## src/cstc_pkg.sv

```systemverilog
/*
 * Shared constants and carrier types for the CPU status and Timer0
 * control register block.
 * Assumes an 8-bit core data bus and one instruction clock domain.
 */
package cstc_pkg;

    // Bus geometry
    localparam int ADDR_W = 8;
    localparam int DATA_W = 8;

    // Register addresses on the core data bus
    localparam logic [ADDR_W-1:0] TIMER0_CONTROL_ADDR = 8'h05;
    localparam logic [ADDR_W-1:0] CPU_STATUS_ADDR = 8'h06;
    localparam logic [ADDR_W-1:0] EVENT_STATUS_ADDR = 8'h07;
    localparam logic [ADDR_W-1:0] EVENT_MASK_ADDR = 8'h08;

    // cpu_status fields
    localparam int CPU_STACK_AVAILABLE_FLAG_BIT = 5;
    localparam int CPU_GLOBAL_INTERRUPT_DISABLE_BIT = 4;
    localparam int CPU_TO_BIT = 3;
    localparam int CPU_PD_BIT = 2;
    localparam int CPU_POR_BIT = 1;
    localparam int CPU_BOR_BIT = 0;
    localparam logic [DATA_W-1:0] CPU_STATUS_RESET = 8'h3d;
    // Only these bits take a software write
    localparam logic [DATA_W-1:0] CPU_STATUS_WR_MASK = 8'h13;

    // timer0_control fields
    localparam int T0_INT_EDGE_BIT = 7;
    localparam int T0_EXT_EDGE_BIT = 6;
    localparam int T0_CLK_SRC_BIT = 5;
    localparam int T0_PS_LSB = 1;
    localparam int T0_PS_W = 4;
    localparam logic [DATA_W-1:0] TIMER0_CONTROL_RESET = 8'h00;
    localparam logic [DATA_W-1:0] TIMER0_CONTROL_WR_MASK = 8'hfe;

    // Prescaler: codes with the top bit set select the largest ratio
    localparam int PS_CNT_W = 8;
    localparam logic [3:0] PS_MAX_SHIFT = 4'h8;

    // Stack pointer
    localparam int SP_W = 4;
    localparam logic [SP_W-1:0] SP_TOP = 4'hf;
    localparam logic [SP_W-1:0] SP_RESET = 4'h0;

    // Event status / mask layout
    localparam int EV_W = 5;
    localparam int EV_EXT_INT = 0;
    localparam int EV_TIMER_PIN = 1;
    localparam int EV_TIMER_INC = 2;
    localparam int EV_STACK_WRAP = 3;
    localparam int EV_WDT_TIMEOUT = 4;
    localparam logic [EV_W-1:0] EV_RESET = 5'h00;

    // Register bus request
    typedef struct packed {
        logic [ADDR_W-1:0] addr;
        logic [DATA_W-1:0] wdata;
        logic wr;
        logic rd;
    } cstc_bus_req_t;

    // One-cycle pulses from the core, watchdog and reset logic
    typedef struct packed {
        logic clear_watchdog_instruction;
        logic sleep;
        logic watchdog_timeout;
        logic device_reset;
        logic power_on_reset;
        logic brown_out_reset;
        logic push;
        logic pop;
    } cstc_core_evt_t;

endpackage

```

## src/cstc_prescaler.sv

```systemverilog
/*
 * Timer0 prescaler: passes one increment per 2**code selected events, 256 for codes with the top bit set.
 * Assumes event_i is a one-cycle pulse in the clk_i domain.
 */
`timescale 1ns/100ps
module cstc_prescaler
    import cstc_pkg::*;
#(
    parameter int CNT_W = PS_CNT_W
) (
    // Clock and reset
    input wire logic clk_i,
    input wire logic reset_i,
    // Control
    input wire logic clear_i,
    input wire logic event_i,
    input wire logic [T0_PS_W-1:0] select_i,
    // Result
    output logic tick_o
);

    typedef struct packed {
        logic [CNT_W-1:0] cnt;
        logic tick;
    } cstc_ps_state_t;

    cstc_ps_state_t state;
    cstc_ps_state_t next_state;
    logic [3:0] shift;
    logic [CNT_W:0] mask_wide;
    logic [CNT_W-1:0] mask;

    always_comb begin
        next_state = state;
        next_state.tick = 1'b0;
        shift = select_i[T0_PS_W-1] ? PS_MAX_SHIFT : {1'b0, select_i[2:0]};
        mask_wide = ((CNT_W+1)'(1) << shift) - (CNT_W+1)'(1);
        mask = mask_wide[CNT_W-1:0];
        if (clear_i) begin
            next_state.cnt = '0;
        end else if (event_i) begin
            if ((state.cnt & mask) == mask) begin
                next_state.cnt = '0;
                next_state.tick = 1'b1;
            end else begin
                next_state.cnt = state.cnt + CNT_W'(1);
            end
        end
    end

    always_ff @(posedge clk_i or posedge reset_i) begin
        if (reset_i) begin
            state <= '0;
        end else begin
            state <= next_state;
        end
    end

    assign tick_o = state.tick;

endmodule // cstc_prescaler

```

## src/cstc_stack_mon.sv

```systemverilog
/*
 * Stack pointer shadow and stack-available flag.
 * Assumes push_i and pop_i are one-cycle pulses, never together.
 */
`timescale 1ns/100ps
module cstc_stack_mon
    import cstc_pkg::*;
(
    // Clock and reset
    input wire logic clk_i,
    input wire logic reset_i,
    input wire logic stack_reset_i,
    // Stack actions
    input wire logic push_i,
    input wire logic pop_i,
    // Status
    output logic stack_available_o,
    output logic stack_wrap_o,
    output logic [SP_W-1:0] stack_pointer_o
);

    typedef struct packed {
        logic [SP_W-1:0] sp;
        logic locked;
        logic avail;
        logic wrap;
    } cstc_stk_state_t;

    cstc_stk_state_t state;
    cstc_stk_state_t next_state;

    always_comb begin
        next_state = state;
        next_state.wrap = 1'b0;
        if (stack_reset_i) begin
            next_state.sp = SP_RESET;
            next_state.locked = 1'b0;
        end else if (push_i && !pop_i) begin
            next_state.sp = state.sp + SP_W'(1);
            // A push from the top wraps; the flag stays low until reset
            if (state.sp == SP_TOP) begin
                next_state.locked = 1'b1;
                next_state.wrap = 1'b1;
            end
        end else if (pop_i && !push_i) begin
            next_state.sp = state.sp - SP_W'(1);
        end
        next_state.avail = !next_state.locked &&
            (next_state.sp != SP_TOP);
    end

    always_ff @(posedge clk_i or posedge reset_i) begin
        if (reset_i) begin
            state <= '{sp: SP_RESET, locked: 1'b0, avail: 1'b1,
                wrap: 1'b0};
        end else begin
            state <= next_state;
        end
    end

    assign stack_available_o = state.avail;
    assign stack_wrap_o = state.wrap;
    assign stack_pointer_o = state.sp;

endmodule // cstc_stack_mon

```

## src/cstc_regs.sv

```systemverilog
/*
 * CPU status and Timer0 control registers with pin edge selection,
 * Timer0 clock selection, prescaler and a small event interrupt unit.
 * Assumes a single-cycle register port, pins already synchronous to
 * clk_i, and core event pulses one cycle long.
 */
// Local design decision: the address-and-strobe port.
//
// Function
// - Unused status and control bits read zero
// - Stack flag low at top or wrap
// - Wrap locks stack flag low until reset
// - Global disable blocks every interrupt
// - Only enabled sources may interrupt
// - Timeout flag: set by clear/sleep, cleared by timeout
// - Power-down flag: clear sets, sleep clears
// - Power-on reset clears flag; software sets it
// - Brown-out reset clears flag when detection on
// - Interrupt pin edge chosen by select bit
// - External timer edge chosen by select bit
// - Edge select ignored for counting with internal clock
// - Source bit picks instruction clock or pin
// - Prescale code selects ratio, top bit 1:256
// - Writes never touch hardware-owned flags
// - reset_i and device reset zero pointer, set stack flag
//
`timescale 1ns/100ps
module cstc_regs
    import cstc_pkg::*;
(
    // Clock and reset
    input wire logic clk_i,
    input wire logic reset_i,
    // Register port
    input wire cstc_bus_req_t bus_i,
    output logic [DATA_W-1:0] rdata_o,
    // Core, watchdog and reset events
    input wire cstc_core_evt_t core_i,
    input wire logic brown_out_detect_enable_i,
    // Pins and clock enables
    input wire logic ext_interrupt_pin_i,
    input wire logic timer_clock_pin_i,
    input wire logic instruction_cycle_clock_i,
    // Results
    output logic irq_o,
    output logic global_interrupt_disable_o,
    output logic ext_interrupt_flag_o,
    output logic timer_clock_pin_flag_o,
    output logic timer_increment_o,
    output logic stack_available_o,
    output logic [SP_W-1:0] stack_pointer_o
);

    typedef struct packed {
        logic [DATA_W-1:0] cpu_status;
        logic [DATA_W-1:0] timer0_control;
        logic [EV_W-1:0] ev_status;
        logic [EV_W-1:0] ev_mask;
        logic [DATA_W-1:0] rdata;
        logic irq;
        logic ext_pin_d;
        logic tmr_pin_d;
        logic ext_flag;
        logic tmr_flag;
    } cstc_regs_state_t;

    cstc_regs_state_t state;
    cstc_regs_state_t next_state;

    logic stack_available;
    logic stack_wrap;
    logic timer_tick;
    logic stack_reset;
    logic ext_edge;
    logic tmr_edge;
    logic ext_rise;
    logic ext_fall;
    logic tmr_rise;
    logic tmr_fall;
    logic count_event;
    logic ps_clear;
    logic wr_cpu;
    logic wr_t0;
    logic [EV_W-1:0] ev_set;
    logic [EV_W-1:0] ev_clr;
    logic [DATA_W-1:0] cpu_read;

    assign stack_reset = core_i.device_reset;

    cstc_stack_mon u_stack (
        .clk_i(clk_i),
        .reset_i(reset_i),
        .stack_reset_i(stack_reset),
        .push_i(core_i.push),
        .pop_i(core_i.pop),
        .stack_available_o(stack_available),
        .stack_wrap_o(stack_wrap),
        .stack_pointer_o(stack_pointer_o)
    );

    cstc_prescaler #(
        .CNT_W(PS_CNT_W)
    ) u_prescaler (
        .clk_i(clk_i),
        .reset_i(reset_i),
        .clear_i(ps_clear),
        .event_i(count_event),
        .select_i(state.timer0_control[T0_PS_LSB +: T0_PS_W]),
        .tick_o(timer_tick)
    );

    // Pin edges, sampled against last cycle's level
    always_comb begin
        ext_rise = ext_interrupt_pin_i && !state.ext_pin_d;
        ext_fall = !ext_interrupt_pin_i && state.ext_pin_d;
        tmr_rise = timer_clock_pin_i && !state.tmr_pin_d;
        tmr_fall = !timer_clock_pin_i && state.tmr_pin_d;
        ext_edge = state.timer0_control[T0_INT_EDGE_BIT] ?
            ext_rise : ext_fall;
        tmr_edge = state.timer0_control[T0_EXT_EDGE_BIT] ?
            tmr_rise : tmr_fall;
        // Internal source ignores the pin and its edge select
        count_event = state.timer0_control[T0_CLK_SRC_BIT] ?
            instruction_cycle_clock_i : tmr_edge;
    end

    // Register decode
    always_comb begin
        wr_cpu = bus_i.wr && (bus_i.addr == CPU_STATUS_ADDR);
        wr_t0 = bus_i.wr && (bus_i.addr == TIMER0_CONTROL_ADDR);
        // Reprogramming the timer restarts the prescale count
        ps_clear = wr_t0;
        cpu_read = state.cpu_status;
        cpu_read[CPU_STACK_AVAILABLE_FLAG_BIT] = stack_available;
        cpu_read[DATA_W-1:CPU_STACK_AVAILABLE_FLAG_BIT+1] = '0;
    end

    // Interrupt events
    always_comb begin
        ev_set = '0;
        ev_set[EV_EXT_INT] = ext_edge;
        ev_set[EV_TIMER_PIN] = tmr_edge;
        ev_set[EV_TIMER_INC] = timer_tick;
        ev_set[EV_STACK_WRAP] = stack_wrap;
        ev_set[EV_WDT_TIMEOUT] = core_i.watchdog_timeout;
        ev_clr = '0;
        if (bus_i.rd && (bus_i.addr == EVENT_STATUS_ADDR)) begin
            ev_clr = state.ev_status;
        end
    end

    always_comb begin
        next_state = state;
        next_state.ext_pin_d = ext_interrupt_pin_i;
        next_state.tmr_pin_d = timer_clock_pin_i;
        next_state.ext_flag = ext_edge;
        next_state.tmr_flag = tmr_edge;

        // Software writes: only writable bits move
        if (wr_cpu) begin
            next_state.cpu_status = (state.cpu_status &
                ~CPU_STATUS_WR_MASK) |
                (bus_i.wdata & CPU_STATUS_WR_MASK);
        end
        if (wr_t0) begin
            next_state.timer0_control = bus_i.wdata &
                TIMER0_CONTROL_WR_MASK;
        end
        if (bus_i.wr && (bus_i.addr == EVENT_MASK_ADDR)) begin
            next_state.ev_mask = bus_i.wdata[EV_W-1:0];
        end

        // Hardware-owned flags; these win over a same-cycle write
        if (core_i.clear_watchdog_instruction) begin
            next_state.cpu_status[CPU_TO_BIT] = 1'b1;
            next_state.cpu_status[CPU_PD_BIT] = 1'b1;
        end
        if (core_i.sleep) begin
            next_state.cpu_status[CPU_TO_BIT] = 1'b1;
            next_state.cpu_status[CPU_PD_BIT] = 1'b0;
        end
        if (core_i.watchdog_timeout) begin
            next_state.cpu_status[CPU_TO_BIT] = 1'b0;
        end
        if (core_i.power_on_reset) begin
            next_state.cpu_status[CPU_POR_BIT] = 1'b0;
            next_state.cpu_status[CPU_TO_BIT] = 1'b1;
            next_state.cpu_status[CPU_PD_BIT] = 1'b1;
        end
        // With detection off the flag is left to software alone
        if (core_i.brown_out_reset && brown_out_detect_enable_i) begin
            next_state.cpu_status[CPU_BOR_BIT] = 1'b0;
        end
        next_state.cpu_status[DATA_W-1:CPU_STACK_AVAILABLE_FLAG_BIT] = '0;

        // Sticky events: a set in the clearing cycle survives
        next_state.ev_status = (state.ev_status & ~ev_clr) | ev_set;

        // Read data for the cycle after the strobe
        next_state.rdata = '0;
        if (bus_i.rd) begin
            unique case (bus_i.addr)
                CPU_STATUS_ADDR: next_state.rdata = cpu_read;
                TIMER0_CONTROL_ADDR: begin
                    next_state.rdata = state.timer0_control;
                end
                EVENT_STATUS_ADDR: begin
                    next_state.rdata = DATA_W'(state.ev_status);
                end
                EVENT_MASK_ADDR: begin
                    next_state.rdata = DATA_W'(state.ev_mask);
                end
                default: next_state.rdata = '0;
            endcase
        end

        // Masked sources stay silent; global disable blocks all
        next_state.irq =
            !next_state.cpu_status[CPU_GLOBAL_INTERRUPT_DISABLE_BIT] &&
            |(next_state.ev_status & next_state.ev_mask);
    end

    always_ff @(posedge clk_i or posedge reset_i) begin
        if (reset_i) begin
            // Power-on: POR reads 0 until software sets it
            state <= '{cpu_status: CPU_STATUS_RESET & ~CPU_STATUS_WR_MASK
                    | (CPU_STATUS_RESET & CPU_STATUS_WR_MASK),
                timer0_control: TIMER0_CONTROL_RESET,
                ev_status: EV_RESET,
                ev_mask: EV_RESET,
                rdata: '0,
                irq: 1'b0,
                ext_pin_d: 1'b0,
                tmr_pin_d: 1'b0,
                ext_flag: 1'b0,
                tmr_flag: 1'b0};
        end else begin
            state <= next_state;
        end
    end

    assign rdata_o = state.rdata;
    assign irq_o = state.irq;
    assign global_interrupt_disable_o = state.cpu_status[CPU_GLOBAL_INTERRUPT_DISABLE_BIT];
    assign ext_interrupt_flag_o = state.ext_flag;
    assign timer_clock_pin_flag_o = state.tmr_flag;
    assign timer_increment_o = timer_tick;
    assign stack_available_o = stack_available;

endmodule // cstc_regs

```

## config.mk

```make
export PLATFORM = sky130hd
export DESIGN_NAME = cstc_regs
export DESIGN_NICKNAME = d
export VERILOG_FILES = /design/src/cstc_pkg.sv /design/src/cstc_prescaler.sv /design/src/cstc_stack_mon.sv /design/src/cstc_regs.sv
export SDC_FILE = /design/constraint.sdc
export NUM_CORES = 1
export LEC_CHECK = 0
export BUFFER_PORTS_ARGS = -buffer_cell sky130_fd_sc_hd__buf_4
export CAP_MARGIN = 30
export CELL_PAD_IN_SITES_DETAIL_PLACEMENT = 1
export CELL_PAD_IN_SITES_GLOBAL_PLACEMENT = 2
export CORE_UTILIZATION = 35
export CTS_CLUSTER_DIAMETER = 150
export CTS_CLUSTER_SIZE = 25
export DETAILED_ROUTE_END_ITERATION = 10
export GPL_TIMING_DRIVEN = 0
export PLACE_DENSITY_LB_ADDON = 0.1
export SYNTH_ARGS = -nofsm -noshare
export SYNTH_HDL_FRONTEND = slang
export SYNTH_SLANG_ARGS = --single-unit
```

## constraint.sdc

```tcl
create_clock -name clk_i -period 3.55 [get_ports clk_i]
set_input_delay 0.71 -clock clk_i [delete_from_list [all_inputs] [get_ports clk_i]]
set_output_delay 0.71 -clock clk_i [all_outputs]
set_load 0.03 [all_outputs]
```

# --- After elaboration in Yosys (flattened, before gate mapping) ---
# Index checks and enable logic that the tools add are counted.
# W data, S select, Z words.
word_totals:
  word_cells: 92
  in_bits: 32
  out_inout_bits: 18
  reg_bits: 51
op_classes:
  reduce_logical: 27
  n_addsub: 4
  mux: 27
  bitwise_logic: 6
  eq_ne: 7
  shift: 1
op_table:
  columns: ["cell", "count"]
  rows:
  - ["$pmux W8 S4", 1]
  - ["$eq A8 B3 Y1 const B", 3]
  - ["$mux W8", 3]
  - ["$mux W5", 4]
  - ["$logic_and A1 B1 Y1", 13]
  - ["$mux W1", 12]
  - ["$mux W4", 3]
  - ["$and A5 B5 Y5", 2]
  - ["$mux W9", 1]
  - ["$add A8 B1 Y8 const B", 1]
  - ["$and A8 B8 Y8", 1]
  - ["$eq A8 B4 Y1 const B", 1]
  - ["$eq A8 B8 Y1", 1]
  - ["$logic_not A1 Y1", 8]
  - ["$shl A1 B4 Y8 const A", 1]
  - ["$sub A8 B2 Y8 const B", 1]
  - ["$reduce_bool A2 Y1", 3]
  - ["$not A5 Y5", 1]
  - ["$or A4 B5 Y5", 1]
  - ["$or A5 B5 Y5", 1]
  - ["$reduce_bool A5 Y1", 1]
  - ["$reduce_or A5 Y1", 1]
  - ["$add A4 B1 Y4 const B", 1]
  - ["$eq A4 B4 Y1 const B", 1]
  - ["other kinds (5)", 6]

# --- Depth between registers and ports, before layout ---
logic_depth:
  word_depth: 9
  depth_mapped: 8
  depth_no_buf: 8

# --- By module ---
# Synthesis repeated with hierarchy kept, for this count alone.
unflattened:
  cells_unflattened: 244
  hier_area_um2: 2678.8
by_module_without_submodules:
  columns: ["mod", "area_each_um2", "seq_area_each_um2", "instances", "cells_each"]
  rows:
  - ["cstc_regs", 1522.7, 880.8, 1, 124]
  - ["cstc_prescaler", 689.4, 225.2, 1, 71]
  - ["cstc_stack_mon", 466.7, 176.4, 1, 49]

# --- Worst setup path before layout ---
# No wires, ideal clock.
synth_path:
  path_kind: "input -> register"
  start: "in bus_i[15] in the netlist's numbering"
  end: "reg state (netlist bit irq_o)"
  arrival_ps: 2564
  cell_stages: 7
  setup_time_ps: 138
  path_slack_ps: 848
  required_time_ps: 3412
  path_buffers: 2
  path_cell_list: "or4_4 buf_6 or4_4 buf_6 mux2_4 a22oi_2 a41oi_1"
synth_lines:
  columns: ["element", "line", "source"]
  rows:
  - ["from (decl)", "cstc_regs.sv:35", "input wire cstc_bus_req_t bus_i,"]
  - ["to (signal assigned)", "cstc_regs.sv:226", "state <= '{cpu_status: CPU_STATUS_RESET & ~CPU_STATUS_WR_MASK"]
  - ["to (signal assigned)", "cstc_regs.sv:238", "state <= next_state;"]
  - ["to (decl)", "cstc_regs.sv:67", "cstc_regs_state_t state;"]

# --- Worst setup path after layout ---
layout_path:
  start: "reg state[24] in the netlist's numbering"
  end: "reg u_prescaler.state[6] in the netlist's numbering"
layout_between:
  elab_chain_cells: 8
layout_rtl:
  columns: ["element", "line", "source"]
  rows:
  - ["$mux W4 (*)", "cstc_prescaler.sv:36", "shift = select_i[T0_PS_W-1] ? PS_MAX_SHIFT : {1'b0, select_i[2:0]};"]
  - ["$shl A1 B4 Y8 (*)", "cstc_prescaler.sv:37", "mask_wide = ((CNT_W+1)'(1) << shift) - (CNT_W+1)'(1);"]
  - ["$sub A8 B2 Y8 (*)", "cstc_prescaler.sv:37", null]
  - ["$and A8 B8 Y8", "cstc_prescaler.sv:42", "if ((state.cnt & mask) == mask) begin"]
  - ["$eq A8 B8 Y1 (*)", "cstc_prescaler.sv:42", null]
  - ["$mux W8 (*)", "cstc_prescaler.sv:42", null]
  - ["$mux W9 (*)", "cstc_prescaler.sv:41", "end else if (event_i) begin"]
  - ["$mux W8 (*)", "cstc_prescaler.sv:39", "if (clear_i) begin"]
  - ["to (signal assigned)", "cstc_prescaler.sv:55", "state <= next_state;"]
  - ["to (decl)", "cstc_prescaler.sv:27", "cstc_ps_state_t state;"]
# Mark *: on every way between the ends. The rest lies on a longest branch, timed or not. The select of a mux whose other input is x is not followed.
# A chain may end at the register's enable or synchronous reset.

==> metrics.csv <==
stage,metric,value,unit
routing,wl_per_cell,15.8,microns
sta,skew,0.0114,ns
clock_network,cts_num_sinks,51,
clock_network,cts_resized,0,
floorplanning,die_h,87.7,microns
cells_and_area,final_nets,332,
sta,fmax,349,MHz
floorplanning,rows,30,
floorplanning,die_w,87.7,microns
yosys,post-synth-top-count-cell,dfrtp_1,
yosys,synth_edf_count,0,
pwr,power.density,439,nW/um^2
worst_setup_path,critical_path.cell_chain,or4_1 -> ha_1 -> nor2_1 -> a221o_1 -> a211o_1 -> o21ai_1 -> o211ai_1,
yosys,syn_area,2570,sq um
routing,wirelength,6200,microns
pwr,finalPower,0.00141,W
sta,setup_tns,0,ns
yosys,synth.area.top_cells,"dfrtp_1 45%, mux2_2 6.6%, dfstp_2 5.1%",
routing,firstDrtPassIters,4,
placed_design,place.gp.congestion,0.748,
floorplanning,ios,50,
global_route,grt_max_degree,34,
pwr,seqPwrFrac,47.0,%
yosys,ys_seq_area_share,49.9,%
global_route,antenna_found_initial,0,
pwr,p_sw,0.000382,W
worst_setup_path,cp.arrival,3.02,ns
yosys,synth_cells,240,
yosys,synth_warnings,0,
worst_setup_path,cp-end-kind,flop,
sta,hold-worst-slack,0.404,ns
pwr,p_int,0.00102,W
worst_setup_path,slowest_delay,0.58,ns
cells_and_area,nFillCells,794,
placed_design,dp_hpwl,4690,microns
cells_and_area,diodes,0,
yosys,syn-num-nets,276,
pwr,leakage,1.45,nW
worst_setup_path,cpMaxStageDelayCell,or4_1,
worst_setup_path,r2r_start,state[24],
worst_setup_path,critPathKind,reg -> reg,
worst_setup_path,r2r_slack,0.69,ns
sta,maxSlewHeadroom,47.7,%
clock_network,htreeDepth,2,
clock_network,cts_buffer_depth,2,
routing,via_per_inst,5.10,
pwr,power_frac_comb,19.2,%
global_route,grt_pass1_vias,2088,
yosys,async_reset_ff_share,100,%
sta,drv_slew,0,
clock_network,cts_hold_buf,0,
yosys,yosysUniqueCellTypes,51,
min_path,min_path_type,in -> async,
routing,ant_nets,0,
global_route,gr-total-overflow,0,
worst_setup_path,crit_required,3.71,ns
pwr,ir_drop,0.236,mV
routing,drt-initial-drc-count,51,
worst_setup_path,critPathMaxFanout,8,
worst_setup_path,critPathLaunchType,flop,
yosys,yosys-top-cells-count,"46 x dfrtp_1, 25 x nand2_1, 15 x mux2_2",
cells_and_area,synthToLayoutAreaGrowth,24.6,%
sta,hold_violations,0,
routing,drc,0,
global_route,grt_use_total,17.6,%
clock_network,cts_root_buffer,clkbuf_8,
routing,vias,2003,
worst_setup_path,r2r_end,u_prescaler.state[6],
sta,rsz0062_at_grt,false,
cells_and_area,drive_above_1_share,34.3,%
clock_network,cts_tree,done,
yosys,synth_top_cell_by_area,dfrtp_1,
yosys,ys_ff_latch,51,
yosys,synthDominantCellAreaShare,44.8,%
floorplanning,start_util,37.0,%
run,max-cap-violations,0,
placed_design,io_buffers,48,
yosys,syn_avg_cell_area,10.7,sq um
floorplanning,die-area,7690,sq um
pwr,swShare,27.2,%
sta,period_share,80.7,%
sta,period_minus_slack,2.86,ns
clock_network,clk_latency,0.30,ns
clock_network,clk_pin_slew,0.09,ns
sta,tightest_slew,0.778,ns
clock_network,post_cts_buffers,0,
outcome,status,"complete, no violations",
floorplanning,core-area,6940,sq um
pwr,p_clk_share,33.8,%
clock_network,cts_buffers,5,
sta,setup_viol,0,
yosys,ys.flop_type,dfrtp_1,
global_route,grt_first_pass_wirelength,10400,microns
worst_setup_path,r2r_cells,7,
[cells by family (layout without fill, tap and decap cells)]
group	Yosys count	count (layout)	synth area share, %
flops	51	51	49.9
mux	18	18	8.13
xor+xnor	6	6	2.04
buf+inv	27	84	6.28
compound gates	52	52	13.9
fa+ha+maj	4	4	1.95
simple gates	82	82	17.8
[how the worst max path moves through the flow]
stage	from	endpoint	slack, ns	cells after the start
3_5_place_dp	bus_i[15]	state[28]	0.46	6
4_1_cts	state[24]	u_prescaler.state[6]	0.69	7
5_1_grt	state[25]	u_prescaler.state[8]	0.54	7
6_report	state[24]	u_prescaler.state[6]	0.69	7
2_1_floorplan	bus_i[15]	irq_o	0.85	7
3_3_place_gp	bus_i[15]	state[27]	0.48	6
[sequential cells by signal, summed over array words and instances, names as in the netlist]
register                    flops
state                          19
rdata_o                         8
u_prescaler.state               8
cpu_read                        4
u_stack.stack_pointer_o         4
ext_interrupt_flag_o            1
global_interrupt_disable_o      1
irq_o                           1
timer_clock_pin_flag_o          1
u_prescaler.tick_o              1
u_stack.stack_available_o       1
u_stack.stack_wrap_o            1
u_stack.state                   1
[layout make-up]
| cell class | instances | area [sq um] | share of cell area (%) |
|---|---|---|---|
| inverter | 9 | 33.8 | 1.05 |
| timing repair buffer | 49 | 380 | 11.9 |
| buffer | 18 | 128 | 3.98 |
| sequential | 51 | 1280 | 40.0 |
| tap | 96 | 120 | 3.75 |
| clock inverter | 2 | 60.1 | 1.88 |
| clock buffer | 6 | 72.6 | 2.27 |
| multi-input combinational | 162 | 1130 | 35.2 |
[per-stage QoR]
step / setup slack [ns] / std cells / area [sq um] / utilization, %
2_1_floorplan: 0.848 / 240 / 2570 / -
3_3_place_gp: 0.476 / 384 / 3050 / 43.9
3_5_place_dp: 0.456 / 385 / 3070 / 44.2
4_1_cts: 0.689 / 393 / 3200 / 46.1
5_1_grt: 0.537 / 393 / 3200 / 46.1
6_report: 0.685 / 393 / 3200 / 46.1
[layout by cell type, fill, tap and decap left out, types with 3 or more instances in the layout]
master    count
nor2b_1       3
nor3_1        7
nor2_1       12
nand2b_1      5
a21o_1        6
nand2_1      25
dfrtp_1      46
clkbuf_1      4
xnor2_1       4
nand3b_1      4
a22oi_1       6
o21ai_0      10
mux2_2       15
o211ai_1      6
clkbuf_8      5
nand3_1       3
ha_1          4
nor4_1        4
dfstp_2       5
a21oi_1       9
inv_1         8
buf_4        60
or2_2         3
[critical path: cells and delay by family (launching register included)]
kind | cells | cell delay [ns]
AO/OA/AOI/OAI | 4 | 1.32
adder cells (fa/ha/maj) | 1 | 0.31
flip-flops | 1 | 0.47
AND/OR/NAND/NOR | 2 | 0.62
[power by group through the flow]
stage	Clock (W)	Combinational, W	Sequential (W)
finish	0.000476	0.000269	0.000661
global route	0.000513	0.000302	0.000670
CTS	0.000493	0.000274	0.000663
detailed placement	0	0.000271	0.000674
global placement	0	0.000264	0.000671
floorplan	0	0.000167	0.000671
[per-layer routing]
metal  global-route usage (%)  share of wire (%)  vias to the layer above
met5                        0                  0                        -
met2                     29.4                 49                       30
met3                     2.64                2.6                        6
met4                     4.92                1.0                        0
met1                     23.9                 48                     1005
li1                         -                  -                      962
Note: power is estimated with default switching activity, not from simulation.
